===== src/shared/vint_pkg.sv =====
// shared constants, types and state layout of the vectored interrupt unit
package vint_pkg;

  // flag and mask bit positions
  localparam int unsigned FLAG_W = 9;
  localparam logic [3:0] F_TIMER = 4'h0;
  localparam logic [3:0] F_PINCHG = 4'h1;
  localparam logic [3:0] F_EXT = 4'h2;
  localparam logic [3:0] F_ADC = 4'h3;
  localparam logic [3:0] F_PWM1 = 4'h4;
  localparam logic [3:0] F_PWM2 = 4'h5;
  localparam logic [3:0] F_PWM3 = 4'h6;
  localparam logic [3:0] F_CMP = 4'h7;
  localparam logic [3:0] F_LVD = 4'h8;

  // service order, highest first
  localparam logic [3:0] PRIO_ORDER [0:8] = '{
    F_LVD, F_EXT, F_PINCHG, F_TIMER, F_ADC, F_CMP, F_PWM1, F_PWM2, F_PWM3
  };

  // vector address per flag index
  localparam int unsigned VEC_W = 10;
  localparam logic [9:0] VEC_ADDR [0:8] = '{
    10'h009, 10'h006, 10'h003, 10'h00C, 10'h012,
    10'h015, 10'h018, 10'h00F, 10'h01B
  };

  // register byte addresses
  localparam logic [7:0] ADDR_FLAG = 8'h00;
  localparam logic [7:0] ADDR_MASK = 8'h04;
  localparam logic [7:0] ADDR_CTRL = 8'h08;
  localparam logic [7:0] ADDR_PORT6 = 8'h0C;

  // control register fields
  localparam int unsigned CTRL_EDGE = 0;
  localparam int unsigned CTRL_LOW_XTAL = 1;
  localparam int unsigned CTRL_GIE = 2;
  localparam int unsigned CTRL_SLEEP = 3;

  localparam logic [FLAG_W-1:0] MASK_RESET = 9'h000;
  localparam logic [1:0] RESP_OKAY = 2'h0;
  localparam logic [1:0] RESP_SLVERR = 2'h2;
  localparam int unsigned NOISE_REJECT_CYCLES = 8;
  localparam int unsigned PWM_W = 10;

  typedef enum logic {CORE_RUN = 1'b0, CORE_SLEEP = 1'b1} core_state_t;

  typedef struct packed {
    logic awready;
    logic wready;
    logic bvalid;
    logic [1:0] bresp;
    logic arready;
    logic rvalid;
    logic [1:0] rresp;
    logic [31:0] rdata;
    logic [FLAG_W-1:0] flags;
    logic [FLAG_W-1:0] mask;
    logic edge_sel;
    logic low_crystal_mode;
    logic gie;
    core_state_t core;
    logic sleep_pc_en;
    logic [7:0] p6_s1;
    logic [7:0] p6_s2;
    logic [7:0] p6_ref;
    logic ext_s1;
    logic ext_s2;
    logic ext_filt;
    logic [7:0] ext_cnt;
    logic cmp_s1;
    logic cmp_s2;
    logic cmp_prev;
    logic [2:0] pwm_match;
    logic vec_valid;
    logic [VEC_W-1:0] vec_addr;
    logic wake;
    logic restore;
    logic [7:0] acc_sv;
    logic [7:0] stat_sv;
    logic [7:0] msel_sv;
  } vint_state_t;

endpackage


===== src/hdl/vectored_interrupt_unit.sv =====
// vectored interrupt unit: event flags, masking, priority vectoring, shadow
// Function
// - any port six pin level change sets the pin change flag while its mask bit is set
// - pin change wakes from sleep if enabled before sleep entry
// - wake with interrupts disabled resumes after sleep, no vector
// - wake with interrupts enabled vectors to 006H
// - external pin pulses shorter than 8 clocks are rejected
// - low crystal mode bypasses the external pin noise filter
// - edge select bit picks the external pin active edge
// - enabled external interrupt vectors to 003H
// - enable instruction sets, disable instruction clears global enable
// - flags other than pin change set regardless of mask and enable
// - flag register read returns flags AND mask
// - return instruction sets global enable like the enable instruction
// - main timer and pwm timers vector to 009H, 012H, 015H, 018H
// - converter 00CH, comparator 00FH, low voltage 01BH
// - priority: lvd, ext, pin change, timer, adc, cmp, pwm1..3
// - save accumulator, status, memory select on entry; restore on return
// - shadow is one level; a nested entry overwrites it
// - pwm timer count matching its period raises its request
// - comparator output change raises its request
`timescale 1ns/10ps
module vectored_interrupt_unit #(
  parameter int unsigned NOISE_CYCLES = vint_pkg::NOISE_REJECT_CYCLES
) (
  // clock and reset
  input wire logic CLK_I,
  input wire logic SRST_I,
  // axi4-lite register slave
  input wire logic [7:0] S_AXI_AWADDR_I,
  input wire logic S_AXI_AWVALID_I,
  output logic S_AXI_AWREADY_O,
  input wire logic [31:0] S_AXI_WDATA_I,
  input wire logic [3:0] S_AXI_WSTRB_I,
  input wire logic S_AXI_WVALID_I,
  output logic S_AXI_WREADY_O,
  output logic [1:0] S_AXI_BRESP_O,
  output logic S_AXI_BVALID_O,
  input wire logic S_AXI_BREADY_I,
  input wire logic [7:0] S_AXI_ARADDR_I,
  input wire logic S_AXI_ARVALID_I,
  output logic S_AXI_ARREADY_O,
  output logic [31:0] S_AXI_RDATA_O,
  output logic [1:0] S_AXI_RRESP_O,
  output logic S_AXI_RVALID_O,
  input wire logic S_AXI_RREADY_I,
  // event sources on the same clock
  input wire logic MAIN_TIMER_COUNTER_OVF_I,
  input wire logic ADC_DONE_I,
  input wire logic LVD_EVENT_I,
  input wire logic [2:0] PWM_MODE_I,
  input wire logic [2:0][vint_pkg::PWM_W-1:0] PWM_TIMER_COUNTS_I,
  input wire logic [2:0][vint_pkg::PWM_W-1:0] PWM_PERIOD_VALUES_I,
  // asynchronous pins
  input wire logic [7:0] PORT_SIX_DATA_I,
  input wire logic EXTERNAL_IRQ_PIN_I,
  input wire logic CMP_OUT_I,
  // processor core
  input wire logic ENABLE_INTERRUPTS_INSTR_I,
  input wire logic DISABLE_INTERRUPTS_INSTR_I,
  input wire logic RETURN_FROM_ISR_INSTR_I,
  input wire logic SLEEP_INSTR_I,
  input wire logic [7:0] ACCUMULATOR_REG_I,
  input wire logic [7:0] CORE_STATUS_REGISTER_I,
  input wire logic [7:0] MEMORY_SELECT_REGISTER_I,
  output logic VECTOR_VALID_O,
  output logic [vint_pkg::VEC_W-1:0] VECTOR_ADDR_O,
  output logic CORE_WAKE_O,
  output logic RESTORE_VALID_O,
  output logic [7:0] ACC_SAVED_O,
  output logic [7:0] STATUS_SAVED_O,
  output logic [7:0] MEMSEL_SAVED_O,
  output logic GIE_O,
  output logic SLEEPING_O
);

  if (NOISE_CYCLES < 1 || NOISE_CYCLES > 255) begin : g_bad_noise
    $error("NOISE_CYCLES must lie in 1..255");
  end

  localparam logic [7:0] NOISE_LAST = 8'(NOISE_CYCLES - 1);

  vint_pkg::vint_state_t r;
  vint_pkg::vint_state_t next_r;
  logic [vint_pkg::FLAG_W-1:0] pending;

  assign pending = r.flags & r.mask;

  always_comb begin
    logic [vint_pkg::FLAG_W-1:0] set_f;
    logic [vint_pkg::FLAG_W-1:0] clr_f;
    logic [2:0] match_now;
    logic wr_go;
    logic rd_go;
    logic pin_chg;
    logic ext_edge;
    logic take;
    logic [3:0] sel;
    set_f = '0;
    clr_f = '0;
    match_now = '0;
    sel = vint_pkg::F_TIMER;
    take = 1'b0;
    pin_chg = 1'b0;
    ext_edge = 1'b0;
    next_r = r;
    wr_go = r.awready && S_AXI_AWVALID_I && S_AXI_WVALID_I;
    rd_go = r.arready && S_AXI_ARVALID_I;

    // two-stage synchronisers
    next_r.p6_s1 = PORT_SIX_DATA_I;
    next_r.p6_s2 = r.p6_s1;
    next_r.ext_s1 = EXTERNAL_IRQ_PIN_I;
    next_r.ext_s2 = r.ext_s1;
    next_r.cmp_s1 = CMP_OUT_I;
    next_r.cmp_s2 = r.cmp_s1;

    // pin change against the reference latched on each change and on read
    pin_chg = (r.p6_s2 != r.p6_ref);
    if (pin_chg) begin
      next_r.p6_ref = r.p6_s2;
    end
    if (r.mask[vint_pkg::F_PINCHG] && pin_chg) begin
      set_f[vint_pkg::F_PINCHG] = 1'b1;
    end

    // external pin noise filter: level must hold NOISE_CYCLES clocks
    if (r.low_crystal_mode) begin
      next_r.ext_filt = r.ext_s2;
      next_r.ext_cnt = '0;
    end else if (r.ext_s2 == r.ext_filt) begin
      next_r.ext_cnt = '0;
    end else if (r.ext_cnt == NOISE_LAST) begin
      next_r.ext_filt = r.ext_s2;
      next_r.ext_cnt = '0;
    end else begin
      next_r.ext_cnt = 8'(r.ext_cnt + 8'h01);
    end
    ext_edge = r.edge_sel ? (r.ext_filt && !next_r.ext_filt)
                          : (!r.ext_filt && next_r.ext_filt);
    set_f[vint_pkg::F_EXT] = ext_edge;

    // comparator change
    next_r.cmp_prev = r.cmp_s2;
    set_f[vint_pkg::F_CMP] = (r.cmp_s2 != r.cmp_prev);

    // pwm period match, one event per match onset
    for (int i = 0; i < 3; i++) begin
      match_now[i] = PWM_MODE_I[i]
                     && (PWM_TIMER_COUNTS_I[i] == PWM_PERIOD_VALUES_I[i]);
    end
    next_r.pwm_match = match_now;
    set_f[vint_pkg::F_PWM1] = match_now[0] && !r.pwm_match[0];
    set_f[vint_pkg::F_PWM2] = match_now[1] && !r.pwm_match[1];
    set_f[vint_pkg::F_PWM3] = match_now[2] && !r.pwm_match[2];

    set_f[vint_pkg::F_TIMER] = MAIN_TIMER_COUNTER_OVF_I;
    set_f[vint_pkg::F_ADC] = ADC_DONE_I;
    set_f[vint_pkg::F_LVD] = LVD_EVENT_I;

    // axi write channel
    next_r.awready = S_AXI_AWVALID_I && S_AXI_WVALID_I && !r.bvalid
                     && !r.awready;
    next_r.wready = next_r.awready;
    if (r.bvalid && S_AXI_BREADY_I) begin
      next_r.bvalid = 1'b0;
    end
    if (wr_go) begin
      next_r.bvalid = 1'b1;
      next_r.bresp = vint_pkg::RESP_OKAY;
      unique case (S_AXI_AWADDR_I)
        vint_pkg::ADDR_FLAG: begin
          if (S_AXI_WSTRB_I[0]) begin
            clr_f[7:0] = S_AXI_WDATA_I[7:0];
          end
          if (S_AXI_WSTRB_I[1]) begin
            clr_f[8] = S_AXI_WDATA_I[8];
          end
        end
        vint_pkg::ADDR_MASK: begin
          if (S_AXI_WSTRB_I[0]) begin
            next_r.mask[7:0] = S_AXI_WDATA_I[7:0];
          end
          if (S_AXI_WSTRB_I[1]) begin
            next_r.mask[8] = S_AXI_WDATA_I[8];
          end
        end
        vint_pkg::ADDR_CTRL: begin
          if (S_AXI_WSTRB_I[0]) begin
            next_r.edge_sel = S_AXI_WDATA_I[vint_pkg::CTRL_EDGE];
            next_r.low_crystal_mode = S_AXI_WDATA_I[vint_pkg::CTRL_LOW_XTAL];
          end
        end
        vint_pkg::ADDR_PORT6: begin
        end
        default: begin
          next_r.bresp = vint_pkg::RESP_SLVERR;
        end
      endcase
    end
    // set wins over a simultaneous clear
    next_r.flags = (r.flags & ~clr_f) | set_f;

    // axi read channel
    next_r.arready = S_AXI_ARVALID_I && !r.rvalid && !r.arready;
    if (r.rvalid && S_AXI_RREADY_I) begin
      next_r.rvalid = 1'b0;
    end
    if (rd_go) begin
      next_r.rvalid = 1'b1;
      next_r.rresp = vint_pkg::RESP_OKAY;
      next_r.rdata = '0;
      unique case (S_AXI_ARADDR_I)
        vint_pkg::ADDR_FLAG: begin
          next_r.rdata[vint_pkg::FLAG_W-1:0] = pending;
        end
        vint_pkg::ADDR_MASK: begin
          next_r.rdata[vint_pkg::FLAG_W-1:0] = r.mask;
        end
        vint_pkg::ADDR_CTRL: begin
          next_r.rdata[vint_pkg::CTRL_EDGE] = r.edge_sel;
          next_r.rdata[vint_pkg::CTRL_LOW_XTAL] = r.low_crystal_mode;
          next_r.rdata[vint_pkg::CTRL_GIE] = r.gie;
          next_r.rdata[vint_pkg::CTRL_SLEEP] = (r.core == vint_pkg::CORE_SLEEP);
        end
        vint_pkg::ADDR_PORT6: begin
          next_r.rdata[7:0] = r.p6_s2;
          next_r.p6_ref = r.p6_s2;
        end
        default: begin
          next_r.rresp = vint_pkg::RESP_SLVERR;
        end
      endcase
    end

    // global enable from the core's instructions
    if (DISABLE_INTERRUPTS_INSTR_I) begin
      next_r.gie = 1'b0;
    end
    if (ENABLE_INTERRUPTS_INSTR_I || RETURN_FROM_ISR_INSTR_I) begin
      next_r.gie = 1'b1;
    end
    next_r.restore = RETURN_FROM_ISR_INSTR_I;

    // sleep and pin change wake-up
    next_r.wake = 1'b0;
    unique case (r.core)
      vint_pkg::CORE_RUN: begin
        if (SLEEP_INSTR_I) begin
          next_r.core = vint_pkg::CORE_SLEEP;
          next_r.sleep_pc_en = r.mask[vint_pkg::F_PINCHG];
        end
      end
      vint_pkg::CORE_SLEEP: begin
        if (pin_chg && r.sleep_pc_en) begin
          next_r.core = vint_pkg::CORE_RUN;
          next_r.wake = 1'b1;
        end
      end
    endcase

    // highest pending request wins
    for (int i = 8; i >= 0; i--) begin
      if (pending[vint_pkg::PRIO_ORDER[i]]) begin
        sel = vint_pkg::PRIO_ORDER[i];
      end
    end
    take = r.gie && (pending != '0) && (r.core == vint_pkg::CORE_RUN)
           && !r.vec_valid;
    next_r.vec_valid = take;
    if (take) begin
      next_r.vec_addr = vint_pkg::VEC_ADDR[sel];
      next_r.gie = 1'b0;
      next_r.acc_sv = ACCUMULATOR_REG_I;
      next_r.stat_sv = CORE_STATUS_REGISTER_I;
      next_r.msel_sv = MEMORY_SELECT_REGISTER_I;
    end
  end

  always_ff @(posedge CLK_I) begin
    if (SRST_I) begin
      r <= '0;
      r.mask <= vint_pkg::MASK_RESET;
      r.core <= vint_pkg::CORE_RUN;
      // pins keep settling through reset, so no false edge follows release
      r.p6_s1 <= next_r.p6_s1;
      r.p6_s2 <= r.p6_s1;
      r.p6_ref <= r.p6_s2;
      r.ext_s1 <= next_r.ext_s1;
      r.ext_s2 <= r.ext_s1;
      r.ext_filt <= r.ext_s2;
      r.cmp_s1 <= next_r.cmp_s1;
      r.cmp_s2 <= r.cmp_s1;
      r.cmp_prev <= r.cmp_s2;
    end else begin
      r <= next_r;
    end
  end

  assign S_AXI_AWREADY_O = r.awready;
  assign S_AXI_WREADY_O = r.wready;
  assign S_AXI_BRESP_O = r.bresp;
  assign S_AXI_BVALID_O = r.bvalid;
  assign S_AXI_ARREADY_O = r.arready;
  assign S_AXI_RDATA_O = r.rdata;
  assign S_AXI_RRESP_O = r.rresp;
  assign S_AXI_RVALID_O = r.rvalid;
  assign VECTOR_VALID_O = r.vec_valid;
  assign VECTOR_ADDR_O = r.vec_addr;
  assign CORE_WAKE_O = r.wake;
  assign RESTORE_VALID_O = r.restore;
  assign ACC_SAVED_O = r.acc_sv;
  assign STATUS_SAVED_O = r.stat_sv;
  assign MEMSEL_SAVED_O = r.msel_sv;
  assign GIE_O = r.gie;
  assign SLEEPING_O = (r.core == vint_pkg::CORE_SLEEP);

  // checks
  vector_clears_gie_a: assert property (
    @(posedge CLK_I) disable iff (SRST_I)
    VECTOR_VALID_O |-> !GIE_O && $past(GIE_O))
    else $error("vector taken without clearing global enable");

  enable_sets_gie_a: assert property (
    @(posedge CLK_I) disable iff (SRST_I)
    ENABLE_INTERRUPTS_INSTR_I && !GIE_O |=> GIE_O)
    else $error("enable instruction did not set global enable");

  disable_clears_a: assert property (
    @(posedge CLK_I) disable iff (SRST_I)
    DISABLE_INTERRUPTS_INSTR_I && !ENABLE_INTERRUPTS_INSTR_I
    && !RETURN_FROM_ISR_INSTR_I |=> !GIE_O)
    else $error("disable instruction did not clear global enable");

  return_restores_a: assert property (
    @(posedge CLK_I) disable iff (SRST_I)
    RETURN_FROM_ISR_INSTR_I && !GIE_O
    |=> RESTORE_VALID_O && GIE_O && $stable(ACC_SAVED_O))
    else $error("return did not restore and re-enable");

  shadow_capture_a: assert property (
    @(posedge CLK_I) disable iff (SRST_I)
    $rose(VECTOR_VALID_O) |-> ACC_SAVED_O == $past(ACCUMULATOR_REG_I)
    && MEMSEL_SAVED_O == $past(MEMORY_SELECT_REGISTER_I))
    else $error("shadow registers not captured on entry");

  timer_flag_set_a: assert property (
    @(posedge CLK_I) disable iff (SRST_I)
    MAIN_TIMER_COUNTER_OVF_I |=> r.flags[vint_pkg::F_TIMER])
    else $error("timer overflow flag not set");

  flag_read_masked_a: assert property (
    @(posedge CLK_I) disable iff (SRST_I)
    S_AXI_ARVALID_I && S_AXI_ARREADY_O
    && S_AXI_ARADDR_I == vint_pkg::ADDR_FLAG
    |=> S_AXI_RDATA_O == 32'($past(r.flags & r.mask)))
    else $error("flag read not masked");

  noise_filter_a: assert property (
    @(posedge CLK_I) disable iff (SRST_I)
    $changed(r.ext_filt) && !$past(r.low_crystal_mode)
    |-> $past(r.ext_cnt) == NOISE_LAST)
    else $error("external pin accepted a short pulse");

  lvd_priority_a: assert property (
    @(posedge CLK_I) disable iff (SRST_I)
    $rose(VECTOR_VALID_O) && $past(pending[vint_pkg::F_LVD])
    |-> VECTOR_ADDR_O == vint_pkg::VEC_ADDR[vint_pkg::F_LVD])
    else $error("low voltage request not served first");

  wake_from_sleep_a: assert property (
    @(posedge CLK_I) disable iff (SRST_I)
    CORE_WAKE_O |-> !SLEEPING_O && $past(SLEEPING_O)
    && $past(r.sleep_pc_en))
    else $error("wake without enabled sleep");

  wake_no_vector_a: assert property (
    @(posedge CLK_I) disable iff (SRST_I)
    CORE_WAKE_O && !GIE_O |=> !VECTOR_VALID_O)
    else $error("vector taken after wake with interrupts disabled");

  cmp_change_flag_a: assert property (
    @(posedge CLK_I) disable iff (SRST_I)
    r.cmp_s2 != r.cmp_prev |=> r.flags[vint_pkg::F_CMP])
    else $error("comparator change did not set its flag");

endmodule


===== config.mk =====
export PLATFORM = sky130hd
export DESIGN_NAME = vectored_interrupt_unit
export DESIGN_NICKNAME = d
export VERILOG_FILES = /design/src/shared/vint_pkg.sv /design/src/hdl/vectored_interrupt_unit.sv
export SDC_FILE = /design/constraint.sdc
export NUM_CORES = 1
export LEC_CHECK = 0
export BUFFER_PORTS_ARGS = -buffer_cell sky130_fd_sc_hd__buf_2
export CORE_MARGIN = 5
export CORE_UTILIZATION = 35
export CTS_CLUSTER_DIAMETER = 150
export DETAILED_ROUTE_END_ITERATION = 6
export SLEW_MARGIN = 20
export SYNTH_ARGS = -nofsm -noshare
export SYNTH_HDL_FRONTEND = slang
export SYNTH_SLANG_ARGS = --single-unit

===== constraint.sdc =====
create_clock -name CLK_I -period 2.1 [get_ports CLK_I]
set_clock_uncertainty 0.15 [all_clocks]
set_input_delay 0.63 -clock CLK_I [delete_from_list [all_inputs] [get_ports CLK_I]]
set_output_delay 0.63 -clock CLK_I [all_outputs]
set_load 0.02 [all_outputs]

==> reports/results.ini <==
[grt]
grt_overflow = 0
grt_pass1_vias = 4288
track_usage_pct = 14.69
grt_first_pass_wirelength_um = 21070
grt_antenna_before_repair = 0
grt_max_degree = 57

[clock_tree]
htree_num_levels = 3
clkSlewWorstSetupHoldPaths_ns = 0.07
clock_sinks = 111
hold_buffers = 0
root_buffer = clkbuf_16
clock_latency_ns = 0.35
clockBufferDepth = 2
cts_inserted_buffers = 9
cts_tree = built

[cells_and_area]
syn_to_final_growth_pct = 19.60
antenna_cells = 0
final-seq-area_um2 = 2223
final_layout_size_suffix_gt1_share_pct = 33.10
fin_util_pct = 42.95
nFillCells = 1456
nNetsFinal = 885
finalNonFillerCells = 909
multiInputGateArea_um2 = 2377

[timing]
fmax_mhz = 508.3
hold_violations = 0
slew_violations = 0
setup_viol = 0
hold_ws_ns = 0.1790
min_period_ns = 1.967
slew_headroom_pct = 66.27
tightest_slew_ns = 0.4989
rsz0062_at_grt = no
fin_crit_sh_pct = 93.68
fin_tns_setup_ns = 0

[power]
power_density_nw_per_um2 = 678.1
p_leak_nw = 2.761
totalPowerFinal_mw = 4.265
ir_drop_mv = 0.5786

[drt]
dr.pass1.iters = 4
num_vias = 4333
ant_nets = 0
routed_wl_um = 13230
wl_per_cell_um = 14.56
drt-initial-drc-count = 147
drt_drc_violations_left = 0
vias_per_cell = 4.767

[status]
status = complete, no violations

[die]
core_area_um2 = 14640
die_h_um = 132.6
die_w_um = 132.6
pin_count = 243
rows = 44
die-area_um2 = 17580
start_util_pct = 35.91

[setup_path]
crit_fanout = 4
path_class = reg2reg
critPathRequiredTime_ns = 2.18
critPathLaunchType = register
cp.arrival_ns = 2.05
crit_path_end_kind = register

[placed_design]
hpwl_um = 10290
portBuffers = 187
dp.cells = 892
globalplace.congestion = 0.8502

[synthesis]
synth_seq_area_share_pct = 42.26
async_flop_share_pct = 0
synth_flop_cell = dfxtp_1
ys_warn_count = 0
syn_area_per_cell_um2 = 9.130
syn_inst = 576
yosysUniqueCellTypes = 61
synth.ff_latch_count = 111
synth_edf_count = 0
syn_area_um2 = 5259

[flow_run]
cap_violations = 0

[hold_path]
hp-class = reg2reg

-- flip-flops by register name, indices dropped and copies added (netlist names), 5 cells and up --
name	flops
r	51
next_r	11
S_AXI_RDATA_O	9
ACC_SAVED_O	8
MEMSEL_SAVED_O	8
STATUS_SAVED_O	8
VECTOR_ADDR_O	5
-- area by class of cell --
class	instances	area share (%)
Multi-Input combinational cell	375	37.80
Sequential cell	111	35.35
Timing Repair Buffer	208	17.78
Tap cell	184	3.660
Clock buffer	10	3.640
Inverter	15	0.8952
Clock inverter	6	0.8753
-- timing repair --
item / 4_1_cts / 5_1_grt
endpoints found under the setup margin: 0 / 2
buffers inserted: 0 / 1
resized for setup: 0 / 5
-- Yosys cell counts (all sizes together) (9+ instances only) --
cell,instances,area share (%)
clkbuf,23,2.0
buf,81,12
nor2,25,1.8
a21oi,49,4.9
xnor2,41,6.8
a22oi,9,1.3
nand3b,24,3.4
nand2,26,1.9
o21ai,53,5.2
mux2i,10,1.9
nor3,9,0.95
nand4,20,2.4
dfxtp,111,42
inv,15,1.1
and3,9,1.1
-- worst paths after layout --
path / startpoint / end / slack, ns / depth (start not counted)
setup / recovery: r[86] / VECTOR_ADDR_O[1] / 0.13 / 7
hold / removal: next_r[62] / r[62] / 0.18 / 0
setup reg to reg: r[86] / VECTOR_ADDR_O[1] / 0.13 / 7
hold reg to reg: next_r[62] / r[62] / 0.18 / 0
-- cells in the final DEF, fill, tap and decap left out, types with 3 or more instances in the layout --
cell type	count
a22oi_1	8
nor2_1	25
o21ai_0	27
nand2b_1	3
clkbuf_16	9
nand4b_1	4
conb_1	30
xnor2_1	41
a21oi_1	45
nand3b_1	24
o211ai_1	3
a311oi_1	3
nor3_1	8
nand4_1	20
a21oi_2	4
nor2b_1	5
mux2i_1	10
a32o_1	3
and3_1	9
buf_2	187
nand2_1	25
dfxtp_1	110
buf_4	19
o21ai_1	24
o211a_1	4
inv_1	15
nand3_1	6
xor2_1	5
-- metal layers --
layer  vias up  GRT usage [%]  part of all wire, %
met5         -              0                    0
li1       2204              -                    -
met1      1983          17.43                   43
met4         0          5.196                  1.8
met3        17          4.366                  6.1
met2       129          25.24                   49
-- report_power, final --
group          internal [mW]  total [mW]  switching, mW
registers               2.15        2.19         0.0347
logic                  0.201       0.453          0.251
clock network          0.824        1.62          0.801
-- worst max-delay path, cell delays in order, from the launching register on --
cell	delay, ns
dfxtp_1	0.35
a22oi_2	0.23
o21ai_1	0.13
a22oi_1	0.24
nor2_1	0.08
ha_1	0.32
nor3_1	0.27
a211oi_1	0.08
-- metrics by stage --
stage / instance area (um2) / worst slack, ns
after CTS: 6276 / 0.001433
after floorplan: 5368 / 0.08063
after detailed placement: 5992 / -0.05297
after global placement: 5992 / -0.05017
after global routing: 6290 / 0.01460
final: 6290 / 0.1327
-- cells by family after synthesis --
family,synth area share (%)
AOI/OAI and AO/OA,16.01
xor gates and xnor gates,7.661
adders and majority gates,0.4758
buffers and inverters,14.82
DFF,42.26
muxes,2.118
other,0.07131
and+or+nand+nor,16.58
(Power assumes the default switching activity.)
